==> config.mk <==
export PLATFORM = sky130hd
export DESIGN_NAME = rkp_ctrl
export DESIGN_NICKNAME = d
export VERILOG_FILES = /design/src/rkp_pkg.sv /design/src/rkp_tick.sv /design/src/rkp_keymem.sv /design/src/rkp_ctrl.sv
export SDC_FILE = /design/constraint.sdc
export NUM_CORES = 1
export LEC_CHECK = 0
export BUFFER_PORTS_ARGS = -buffer_cell sky130_fd_sc_hd__buf_2
export CORE_MARGIN = 3
export CORE_UTILIZATION = 32
export DETAILED_ROUTE_END_ITERATION = 12
export PLACE_DENSITY = 0.47
export RECOVER_POWER = 25
export SYNTH_ARGS = -nofsm -noshare
export SYNTH_HDL_FRONTEND = slang
export SYNTH_SLANG_ARGS = --single-unit
==> constraint.sdc <==
create_clock -name clk_sys -period 18.2 [get_ports clk_sys]
set_input_delay 4.55 -clock clk_sys [delete_from_list [all_inputs] [get_ports clk_sys]]
set_output_delay 4.55 -clock clk_sys [all_outputs]
set_load 0.01 [all_outputs]
==> src/rkp_pkg.sv <==
package rkp_pkg;

  // clock and slow tick
  localparam int CLK_HZ = 250_000_000;
  localparam int TICK_MS = 10;
  localparam int TICK_CYCLES = (CLK_HZ / 1000) * TICK_MS;

  // key store layout: one entry per key button (channel)
  localparam int KEY_SLOTS = 25;
  localparam int SLOT_W = 5;
  localparam int CODE_W = 28;
  localparam int CHAN_W = 2;
  localparam int ENTRY_W = CODE_W + CHAN_W;
  localparam logic [SLOT_W-1:0] LAST_SLOT = 5'h18;
  localparam logic [CHAN_W-1:0] MASTER_CHAN = 2'h1;

  // documented times in milliseconds
  localparam int SHORT_PRESS_MS = 1000;
  localparam int LONG_PRESS_MS = 3000;
  localparam int STEP_TIMEOUT_MS = 20000;
  localparam int ACK_MS = 2000;
  localparam int DONE_GREEN_MS = 1000;
  localparam int DONE_RED_MS = 4000;
  localparam int SLOW_HALF_MS = 500;
  localparam int FAST_HALF_MS = 100;

  // the same times as tick counts
  localparam int TMR_W = 12;
  localparam logic [TMR_W-1:0] T_SHORT = TMR_W'((SHORT_PRESS_MS + TICK_MS - 1) / TICK_MS);
  localparam logic [TMR_W-1:0] T_LONG = TMR_W'((LONG_PRESS_MS + TICK_MS - 1) / TICK_MS);
  localparam logic [TMR_W-1:0] T_STEP = TMR_W'(STEP_TIMEOUT_MS / TICK_MS);
  localparam logic [TMR_W-1:0] T_ACK = TMR_W'((ACK_MS + TICK_MS - 1) / TICK_MS);
  localparam logic [TMR_W-1:0] T_DONE_G = TMR_W'((DONE_GREEN_MS + TICK_MS - 1) / TICK_MS);
  localparam logic [TMR_W-1:0] T_DONE_R = TMR_W'((DONE_RED_MS + TICK_MS - 1) / TICK_MS);
  localparam logic [TMR_W-1:0] T_SLOW = TMR_W'(SLOW_HALF_MS / TICK_MS);
  localparam logic [TMR_W-1:0] T_FAST = TMR_W'(FAST_HALF_MS / TICK_MS);
  localparam logic [TMR_W-1:0] T_MAX = 12'hfff;

  typedef enum logic [3:0] {
    ST_IDLE, ST_PRESS, ST_L_MASTER, ST_L_ACK, ST_L_KEY1, ST_L_KEY2,
    ST_D_MASTER, ST_D_ACK, ST_D_WAIT, ST_D_HOLD, ST_SCAN_RD, ST_SCAN_CK, ST_SHOW
  } rkp_state_t;

endpackage : rkp_pkg

==> src/rkp_tick.sv <==
`timescale 1ns/1ps
module rkp_tick import rkp_pkg::*; #(
  parameter int TICK_CYCLES_P = TICK_CYCLES
) (
  input wire logic clk_sys, // system clock
  input wire logic rst, // async reset, active high
  output logic tick // one-cycle pulse every tick period
);

  logic [31:0] cnt_q;
  logic [31:0] cnt_d;
  logic wrap;

  // free-running divider, wraps at the tick period
  assign wrap = (cnt_q == 32'(TICK_CYCLES_P - 1));
  always_comb begin
    cnt_d = wrap ? 32'h0 : cnt_q + 32'h1;
  end

  always_ff @(posedge clk_sys or posedge rst) begin
    if (rst) begin
      cnt_q <= 32'h0;
      tick <= 1'b0;
    end else begin
      cnt_q <= cnt_d;
      tick <= wrap;
    end
  end

endmodule : rkp_tick

==> src/rkp_keymem.sv <==
`timescale 1ns/1ps
module rkp_keymem import rkp_pkg::*; (
  input wire logic clk_sys, // system clock
  input wire logic rst, // async reset, active high
  input wire logic [SLOT_W-1:0] rdAddr, // slot to read
  output logic [ENTRY_W-1:0] rdData, // registered entry
  output logic rdValid, // registered occupied flag
  input wire logic wrEn, // store wrData into wrAddr
  input wire logic clrEn, // free slot wrAddr
  input wire logic [SLOT_W-1:0] wrAddr, // slot to write or free
  input wire logic [ENTRY_W-1:0] wrData, // channel and code
  input wire logic clrAll // free every user slot
);

  logic [ENTRY_W-1:0] mem [KEY_SLOTS];
  logic [KEY_SLOTS-1:0] used_q;
  logic [KEY_SLOTS-1:0] used_d;

  // one occupied flag per slot; clearing all wins over a write
  for (genvar i = 0; i < KEY_SLOTS; i++) begin : g_slot
    always_comb begin
      used_d[i] = used_q[i];
      if (clrAll) begin
        used_d[i] = 1'b0;
      end else if (wrAddr == SLOT_W'(i)) begin
        if (wrEn) begin
          used_d[i] = 1'b1;
        end else if (clrEn) begin
          used_d[i] = 1'b0;
        end
      end
    end
  end

  always_ff @(posedge clk_sys or posedge rst) begin
    if (rst) begin
      used_q <= '0;
      rdValid <= 1'b0;
      rdData <= '0;
    end else begin
      used_q <= used_d;
      rdValid <= used_q[rdAddr];
      rdData <= mem[rdAddr];
    end
  end

  // code storage has no reset; the occupied flags guard it
  always_ff @(posedge clk_sys) begin
    if (wrEn) begin
      mem[wrAddr] <= wrData;
    end
  end

endmodule : rkp_keymem

==> src/rkp_ctrl.sv <==
// Summary of operation
// - store up to 25 user key codes beside the master code
// - master middle button code is fixed and never erased or replaced
// - button press of at most 1 s enters learn mode, slow flash
// - learn mode needs master within 20 s, then green 2 s, slow flash
// - new key must arrive twice in a row within 20 s, else abort
// - learned key: control green 1 s, receiver red 4 s
// - button held over 3 s enters delete mode, fast flash
// - delete mode needs master within 20 s, then green 2 s, fast flash
// - stored user key within 20 s is erased, else abort
// - single erase lights green 1 s, then off
// - button hold over 3 s begun within 20 s erases all users
// - full erase: control green 1 s, receiver red 4 s
// - unrecognised master aborts the procedure, codes unchanged
// - every key button is its own entry: channel plus code
`timescale 1ns/1ps
module rkp_ctrl import rkp_pkg::*; #(
  parameter int TICK_CYCLES_P = TICK_CYCLES, // cycles per slow tick
  parameter logic [CODE_W-1:0] MASTER_CODE = 28'h0a1b2c3 // arbitrary value
) (
  input wire logic clk_sys, // system clock, 250 MHz
  input wire logic rst, // async reset, active high
  input wire logic progBtn, // programming button pin, high = pressed
  input wire logic keyValid, // one-cycle pulse, decoded key received
  input wire logic [CODE_W-1:0] keyCode, // decoded key code
  input wire logic [CHAN_W-1:0] keyChan, // button (channel) of the key
  output logic ledGreen, // control unit green LED
  output logic ledRed, // receiver module red LED
  output logic busy // procedure in progress
);

  rkp_state_t state_q, state_d;
  logic [TMR_W-1:0] tmr_q, tmr_d;
  logic [TMR_W-1:0] flash_q, flash_d;
  logic blink_q, blink_d;
  logic [ENTRY_W-1:0] first_q, first_d;
  logic [SLOT_W-1:0] idx_q, idx_d;
  logic [SLOT_W-1:0] free_q, free_d;
  logic freeOk_q, freeOk_d;
  logic learn_q, learn_d;
  logic showRed_q, showRed_d;
  logic btnMeta_q, btnSync_q, btnPrev_q;
  logic ledGreen_d, ledRed_d;
  logic tick;
  logic tmrClr;
  logic isMaster;
  logic btnRise;
  logic [ENTRY_W-1:0] rxEntry;
  logic [ENTRY_W-1:0] rdData;
  logic rdValid;
  logic wrEn, clrEn, clrAll;
  logic [SLOT_W-1:0] wrAddr;
  logic scanHit;
  logic stepOut;

  rkp_tick #(
    .TICK_CYCLES_P(TICK_CYCLES_P)
  ) u_tick (
    .clk_sys(clk_sys),
    .rst(rst),
    .tick(tick)
  );

  rkp_keymem u_mem (
    .clk_sys(clk_sys),
    .rst(rst),
    .rdAddr(idx_q),
    .rdData(rdData),
    .rdValid(rdValid),
    .wrEn(wrEn),
    .clrEn(clrEn),
    .wrAddr(wrAddr),
    .wrData(first_q),
    .clrAll(clrAll)
  );

  // button pin is asynchronous: two flops before any use
  always_ff @(posedge clk_sys or posedge rst) begin
    if (rst) begin
      btnMeta_q <= 1'b0;
      btnSync_q <= 1'b0;
      btnPrev_q <= 1'b0;
    end else begin
      btnMeta_q <= progBtn;
      btnSync_q <= btnMeta_q;
      btnPrev_q <= btnSync_q;
    end
  end

  // received key as a stored entry; channel is part of the identity
  assign rxEntry = {keyChan, keyCode};
  assign isMaster = (keyChan == MASTER_CHAN) && (keyCode == MASTER_CODE);
  assign btnRise = btnSync_q && !btnPrev_q;
  assign scanHit = rdValid && (rdData == first_q);
  assign stepOut = (tmr_q >= T_STEP);

  // flash phase generator, shared by slow and fast flashing
  always_comb begin
    flash_d = flash_q;
    blink_d = blink_q;
    if (tick) begin
      flash_d = flash_q + 12'h1;
      if (flash_q >= ((state_q == ST_D_MASTER || state_q == ST_D_WAIT
                       || state_q == ST_D_HOLD) ? T_FAST - 12'h1 : T_SLOW - 12'h1)) begin
        flash_d = 12'h0;
        blink_d = !blink_q;
      end
    end
  end

  // procedure sequencer
  always_comb begin
    state_d = state_q;
    tmrClr = 1'b0;
    first_d = first_q;
    idx_d = idx_q;
    free_d = free_q;
    freeOk_d = freeOk_q;
    learn_d = learn_q;
    showRed_d = showRed_q;
    wrEn = 1'b0;
    clrEn = 1'b0;
    clrAll = 1'b0;
    wrAddr = idx_q;
    unique case (state_q)
      ST_IDLE: begin
        if (btnRise) begin
          state_d = ST_PRESS;
          tmrClr = 1'b1;
        end
      end
      ST_PRESS: begin
        if (!btnSync_q) begin
          // a release between the two windows means nothing
          state_d = (tmr_q <= T_SHORT) ? ST_L_MASTER : ST_IDLE;
          tmrClr = 1'b1;
        end else if (tmr_q > T_LONG) begin
          state_d = ST_D_MASTER;
          tmrClr = 1'b1;
        end
      end
      ST_L_MASTER, ST_D_MASTER: begin
        if (keyValid) begin
          // any other key at this step is an unrecognised master
          if (isMaster) begin
            state_d = (state_q == ST_L_MASTER) ? ST_L_ACK : ST_D_ACK;
          end else begin
            state_d = ST_IDLE;
          end
          tmrClr = 1'b1;
        end else if (stepOut) begin
          state_d = ST_IDLE;
        end
      end
      ST_L_ACK: begin
        if (tmr_q >= T_ACK) begin
          state_d = ST_L_KEY1;
          tmrClr = 1'b1;
        end
      end
      ST_D_ACK: begin
        if (tmr_q >= T_ACK) begin
          state_d = ST_D_WAIT;
          tmrClr = 1'b1;
        end
      end
      ST_L_KEY1: begin
        if (keyValid) begin
          first_d = rxEntry;
          state_d = isMaster ? ST_IDLE : ST_L_KEY2;
        end else if (stepOut) begin
          state_d = ST_IDLE;
        end
      end
      ST_L_KEY2: begin
        // 20 s counts from the end of the green acknowledge for both presses
        if (keyValid) begin
          if (rxEntry == first_q) begin
            state_d = ST_SCAN_RD;
            learn_d = 1'b1;
            idx_d = '0;
            freeOk_d = 1'b0;
          end else begin
            state_d = ST_IDLE;
          end
        end else if (stepOut) begin
          state_d = ST_IDLE;
        end
      end
      ST_D_WAIT: begin
        if (keyValid) begin
          first_d = rxEntry;
          learn_d = 1'b0;
          idx_d = '0;
          state_d = isMaster ? ST_IDLE : ST_SCAN_RD;
        end else if (btnRise) begin
          state_d = ST_D_HOLD;
          tmrClr = 1'b1;
        end else if (stepOut) begin
          state_d = ST_IDLE;
        end
      end
      ST_D_HOLD: begin
        if (!btnSync_q) begin
          state_d = ST_IDLE;
        end else if (tmr_q > T_LONG) begin
          clrAll = 1'b1;
          showRed_d = 1'b1;
          state_d = ST_SHOW;
          tmrClr = 1'b1;
        end
      end
      ST_SCAN_RD: begin
        // read data is registered, so each slot takes two cycles
        state_d = ST_SCAN_CK;
      end
      ST_SCAN_CK: begin
        if (!rdValid && !freeOk_q) begin
          free_d = idx_q;
          freeOk_d = 1'b1;
        end
        if (scanHit) begin
          // learning a stored key again keeps one entry
          clrEn = !learn_q;
          showRed_d = learn_q;
          state_d = ST_SHOW;
          tmrClr = 1'b1;
        end else if (idx_q != LAST_SLOT) begin
          idx_d = idx_q + 5'h1;
          state_d = ST_SCAN_RD;
        end else if (learn_q && (freeOk_q || !rdValid)) begin
          wrEn = 1'b1;
          wrAddr = freeOk_q ? free_q : idx_q;
          showRed_d = 1'b1;
          state_d = ST_SHOW;
          tmrClr = 1'b1;
        end else begin
          // store full, or unknown key to delete
          state_d = ST_IDLE;
        end
      end
      ST_SHOW: begin
        if (tmr_q >= (showRed_q ? T_DONE_R : T_DONE_G)) begin
          state_d = ST_IDLE;
        end
      end
    endcase
    if (state_d == ST_IDLE) begin
      first_d = '0;
    end
  end

  // step timer counts ticks and saturates
  always_comb begin
    tmr_d = (tick && tmr_q != T_MAX) ? tmr_q + 12'h1 : tmr_q;
    if (tmrClr) begin
      tmr_d = '0;
    end
  end

  // LED pattern per state, registered to keep the pins glitch free
  always_comb begin
    ledGreen_d = 1'b0;
    ledRed_d = 1'b0;
    unique case (state_q)
      ST_L_MASTER, ST_L_KEY1, ST_L_KEY2: begin
        ledGreen_d = blink_q;
        ledRed_d = blink_q;
      end
      ST_D_MASTER, ST_D_WAIT, ST_D_HOLD: begin
        ledGreen_d = blink_q;
        ledRed_d = blink_q;
      end
      ST_L_ACK, ST_D_ACK: begin
        ledGreen_d = 1'b1;
      end
      ST_SHOW: begin
        ledGreen_d = (tmr_q < T_DONE_G);
        ledRed_d = showRed_q && (tmr_q < T_DONE_R);
      end
      default: begin
        ledGreen_d = 1'b0;
        ledRed_d = 1'b0;
      end
    endcase
  end

  always_ff @(posedge clk_sys or posedge rst) begin
    if (rst) begin
      state_q <= ST_IDLE;
      tmr_q <= '0;
      flash_q <= '0;
      blink_q <= 1'b0;
      first_q <= '0;
      idx_q <= '0;
      free_q <= '0;
      freeOk_q <= 1'b0;
      learn_q <= 1'b0;
      showRed_q <= 1'b0;
      ledGreen <= 1'b0;
      ledRed <= 1'b0;
      busy <= 1'b0;
    end else begin
      state_q <= state_d;
      tmr_q <= tmr_d;
      flash_q <= flash_d;
      blink_q <= blink_d;
      first_q <= first_d;
      idx_q <= idx_d;
      free_q <= free_d;
      freeOk_q <= freeOk_d;
      learn_q <= learn_d;
      showRed_q <= showRed_d;
      ledGreen <= ledGreen_d;
      ledRed <= ledRed_d;
      busy <= (state_d != ST_IDLE);
    end
  end

endmodule : rkp_ctrl

==> out/summary.txt <==
Clk slew on worst S/H paths: 0.06 ns
Layout area overhead: 13.9%
Std cell rows: 125
Min Clock Period, post-route: 7.04 ns
RSZ-0062 raised after global routing: false
Share of layout cells above drive strength 1: 21.6%
DRC viols: 0
Worst Skew: 0.0477 ns
Post-Layout Cell Count: 3807
Critical Path AT: 7.55 ns
Final Total Pwr: 5.41 mW
Initial DRT Pass Iterations: 5
Die Y: 349 microns
Placed Cells: 3626
Port buffer count: 36
Fill count: 10900
Main synth FF type: edfxtp_1
Via total after detailed routing: 20100
Slew margin rel.: -0.157%
Largest net degree at the start of global routing: 127
Worst slew pin tran: 1.50 ns
RR Startpoint: idx_q[0]
Floorplan core area: 116000 sq um
Num CTS Buffers: 97
Area share of the largest cell type after synthesis: 59.9%
Slew Limit Fails: 27
Area leader, netlist: edfxtp_1
Vias per cell: 5.27
Worst Setup End Kind: flop
Crit share post-route: 38.7%
Min-Delay Path Class: flop to flop
Status: finished with violations
Syn nets: 2182
Setup TNS: 0 ns
Synth Cell Area: 37600 sq um
Mean Syn Cell Area: 17.6 sq um
Vias in the first global route: 20800
Antenna Nets Post-Route: 0
Gr usage total: 16.5%
Sequential share of the synthesized area: 71.0%
Critical path class: input pin to flop
Die area: 122000 sq um
Bufs on Longest Clock Path: 3
EDFF count, synth: 750
Critical path peak fanout: 31
Final Hold Vio Count: 0
F_max: 0.142 GHz
Setup repair bufs after CTS: 0
Required time of the critical path: 18.71 ns
Worst setup path endpoint: first_q[15]
Setup crit start: keyCode[23]
Reg2reg setup slack: 13.25 ns
Synth cell types: 82
Wire length per cell: 26.3 microns
Reg2reg path depth: 10
CTS Sinks: 917
Final nets: 2252
Synth Instances: 2131
Yosys reg bits: 917
Routed WL: 100000 microns
HPWL after detailed placement: 54500 microns
Commonest cells post-synth: edfxtp_1, mux4_2, dfrtp_1
Final Util: 36.8%
Crit start category: input pin
CTS root buffer: clkbuf_16
Ports: 37
Critical R2R Capture: u_mem.mem[22][1]
Leak Pwr: 13.7 nW
Most common cell in the netlist: edfxtp_1
Synth warn: 0
Peak supply drop: 0.000107 V
Starting density of the core: 32.3%
First-pass GRT wire length: 147000 microns
Skew-Pair Late Insertion Delay: 0.67 ns
Synth top area cells: edfxtp_1, mux4_2, dfrtp_1, xnor2_1, nand2_1
CTS tree: done
# Max-Cap Violations: 1
Post-CTS sizing: 0
Number of antenna violations at the first check in global routing: 11
Grt ovf: 0
Failing checks: capacitance limit, slew limit
# setup viols final: 0
Chip width: 349 microns
Ys async rst share: 18.2%
# H-tree levels: 3
Hold Buf Count CTS: 0
Placer Congestion: 0.803
Cell area power density: 126 nW/um^2
DR iter-0 viols: 1688
## registers in the layout, summed over array words and instances, names as in the netlist, 4 cells and up
name,cells
state_q,4
first_q,30
u_mem.mem,750
u_mem.rdData,30
u_tick.cnt_q,32
idx_q,5
free_q,5
u_mem.used_q,25
tmr_q,12
flash_q,12
## through the flow
stage / hold WS (ns) / setup WS, ns / instance area (sq um)
2_1_floorplan: 0.331 / 9.13 / 37600
4_1_cts: 0.425 / 11.15 / 42800
3_5_place_dp: 0.413 / 10.43 / 39800
6_report: 0.405 / 11.16 / 42800
3_3_place_gp: 0.405 / 10.42 / 39800
5_1_grt: 0.415 / 11.02 / 42800
## worst min path at each step
stage	start	end	slack [ns]	cells past startpoint
final	btnMeta_q	btnSync_q	0.40	0
after floorplan	btnMeta_q	btnSync_q	0.33	0
after global routing	btnMeta_q	btnSync_q	0.42	0
after global placement	btnMeta_q	btnSync_q	0.40	0
after CTS	btnMeta_q	btnSync_q	0.43	0
after detailed placement	btnMeta_q	btnSync_q	0.41	0
## kinds of logic after synthesis
family	after synthesis	share of synthesized area, %
fa+ha+maj	17	0.566
compound gates	265	4.42
buf+inv	147	1.66
simple gates	417	5.62
mux	262	14.2
flops	917	71.0
xor+xnor	106	2.47
## metal layers
metal / vias to the layer above / GRT usage [%] / part of all wire [%]
li1: 8616 / - / -
met1: 10800 / 22.5 / 43
met2: 524 / 27.8 / 49
met3: 117 / 2.57 / 5.4
met4: 4 / 4.28 / 2.0
met5: - / 0 / 0.024
## layout by cell type, fill, tap and decap left out, types with 6 or more instances in the layout
cell	netlist	layout
a21o_1	6	6
a21oi_1	106	106
a31oi_1	10	10
and3_1	11	11
buf_2	23	36
buf_4	2	39
clkbuf_1	62	41
clkbuf_16	0	100
clkinv_1	1	19
clkinv_2	0	12
dfrtp_1	167	163
edfxtp_1	750	750
ha_1	17	17
inv_1	28	24
mux2_2	6	6
mux2i_1	39	39
mux4_2	217	217
nand2_1	153	152
nand2b_1	8	8
nand3_1	30	30
nand4_1	31	31
nor2_1	83	63
nor2_4	0	20
nor3_1	22	19
nor4_1	13	12
nor4bb_1	7	7
o211ai_1	9	9
o21a_1	8	8
o21ai_0	64	64
o22ai_1	6	6
o311ai_0	6	6
o31a_1	7	7
or2_2	7	7
xnor2_1	85	85
xor2_1	21	21
## worst max-delay path, cell delays in order
cell and delay (ns):
buf_2 0.13, nor3b_1 0.60, nand4_1 0.49, or2_2 0.46, a221oi_1 0.26, o2111ai_1 0.22, nor2_4 0.65, a21oi_1 0.16
## report_power, final
part / switching, mW / total, mW / internal (mW)
Clock: 0.819 / 1.91 / 1.10
Sequential: 0.0961 / 2.38 / 2.28
Combinational: 0.635 / 1.12 / 0.483
## cell type report
class	count	area, sq um	area share, %
flip-flops and latches	917	26700	62.4
multi-input cells	1067	10400	24.4
clock buffers	133	2660	6.20
well taps	1524	1910	4.45
repair buffers	88	554	1.29
clock inverters	43	413	0.964
inverters	30	121	0.283
diodes	5	12.5	0.0292
(Power assumes the default switching activity.)
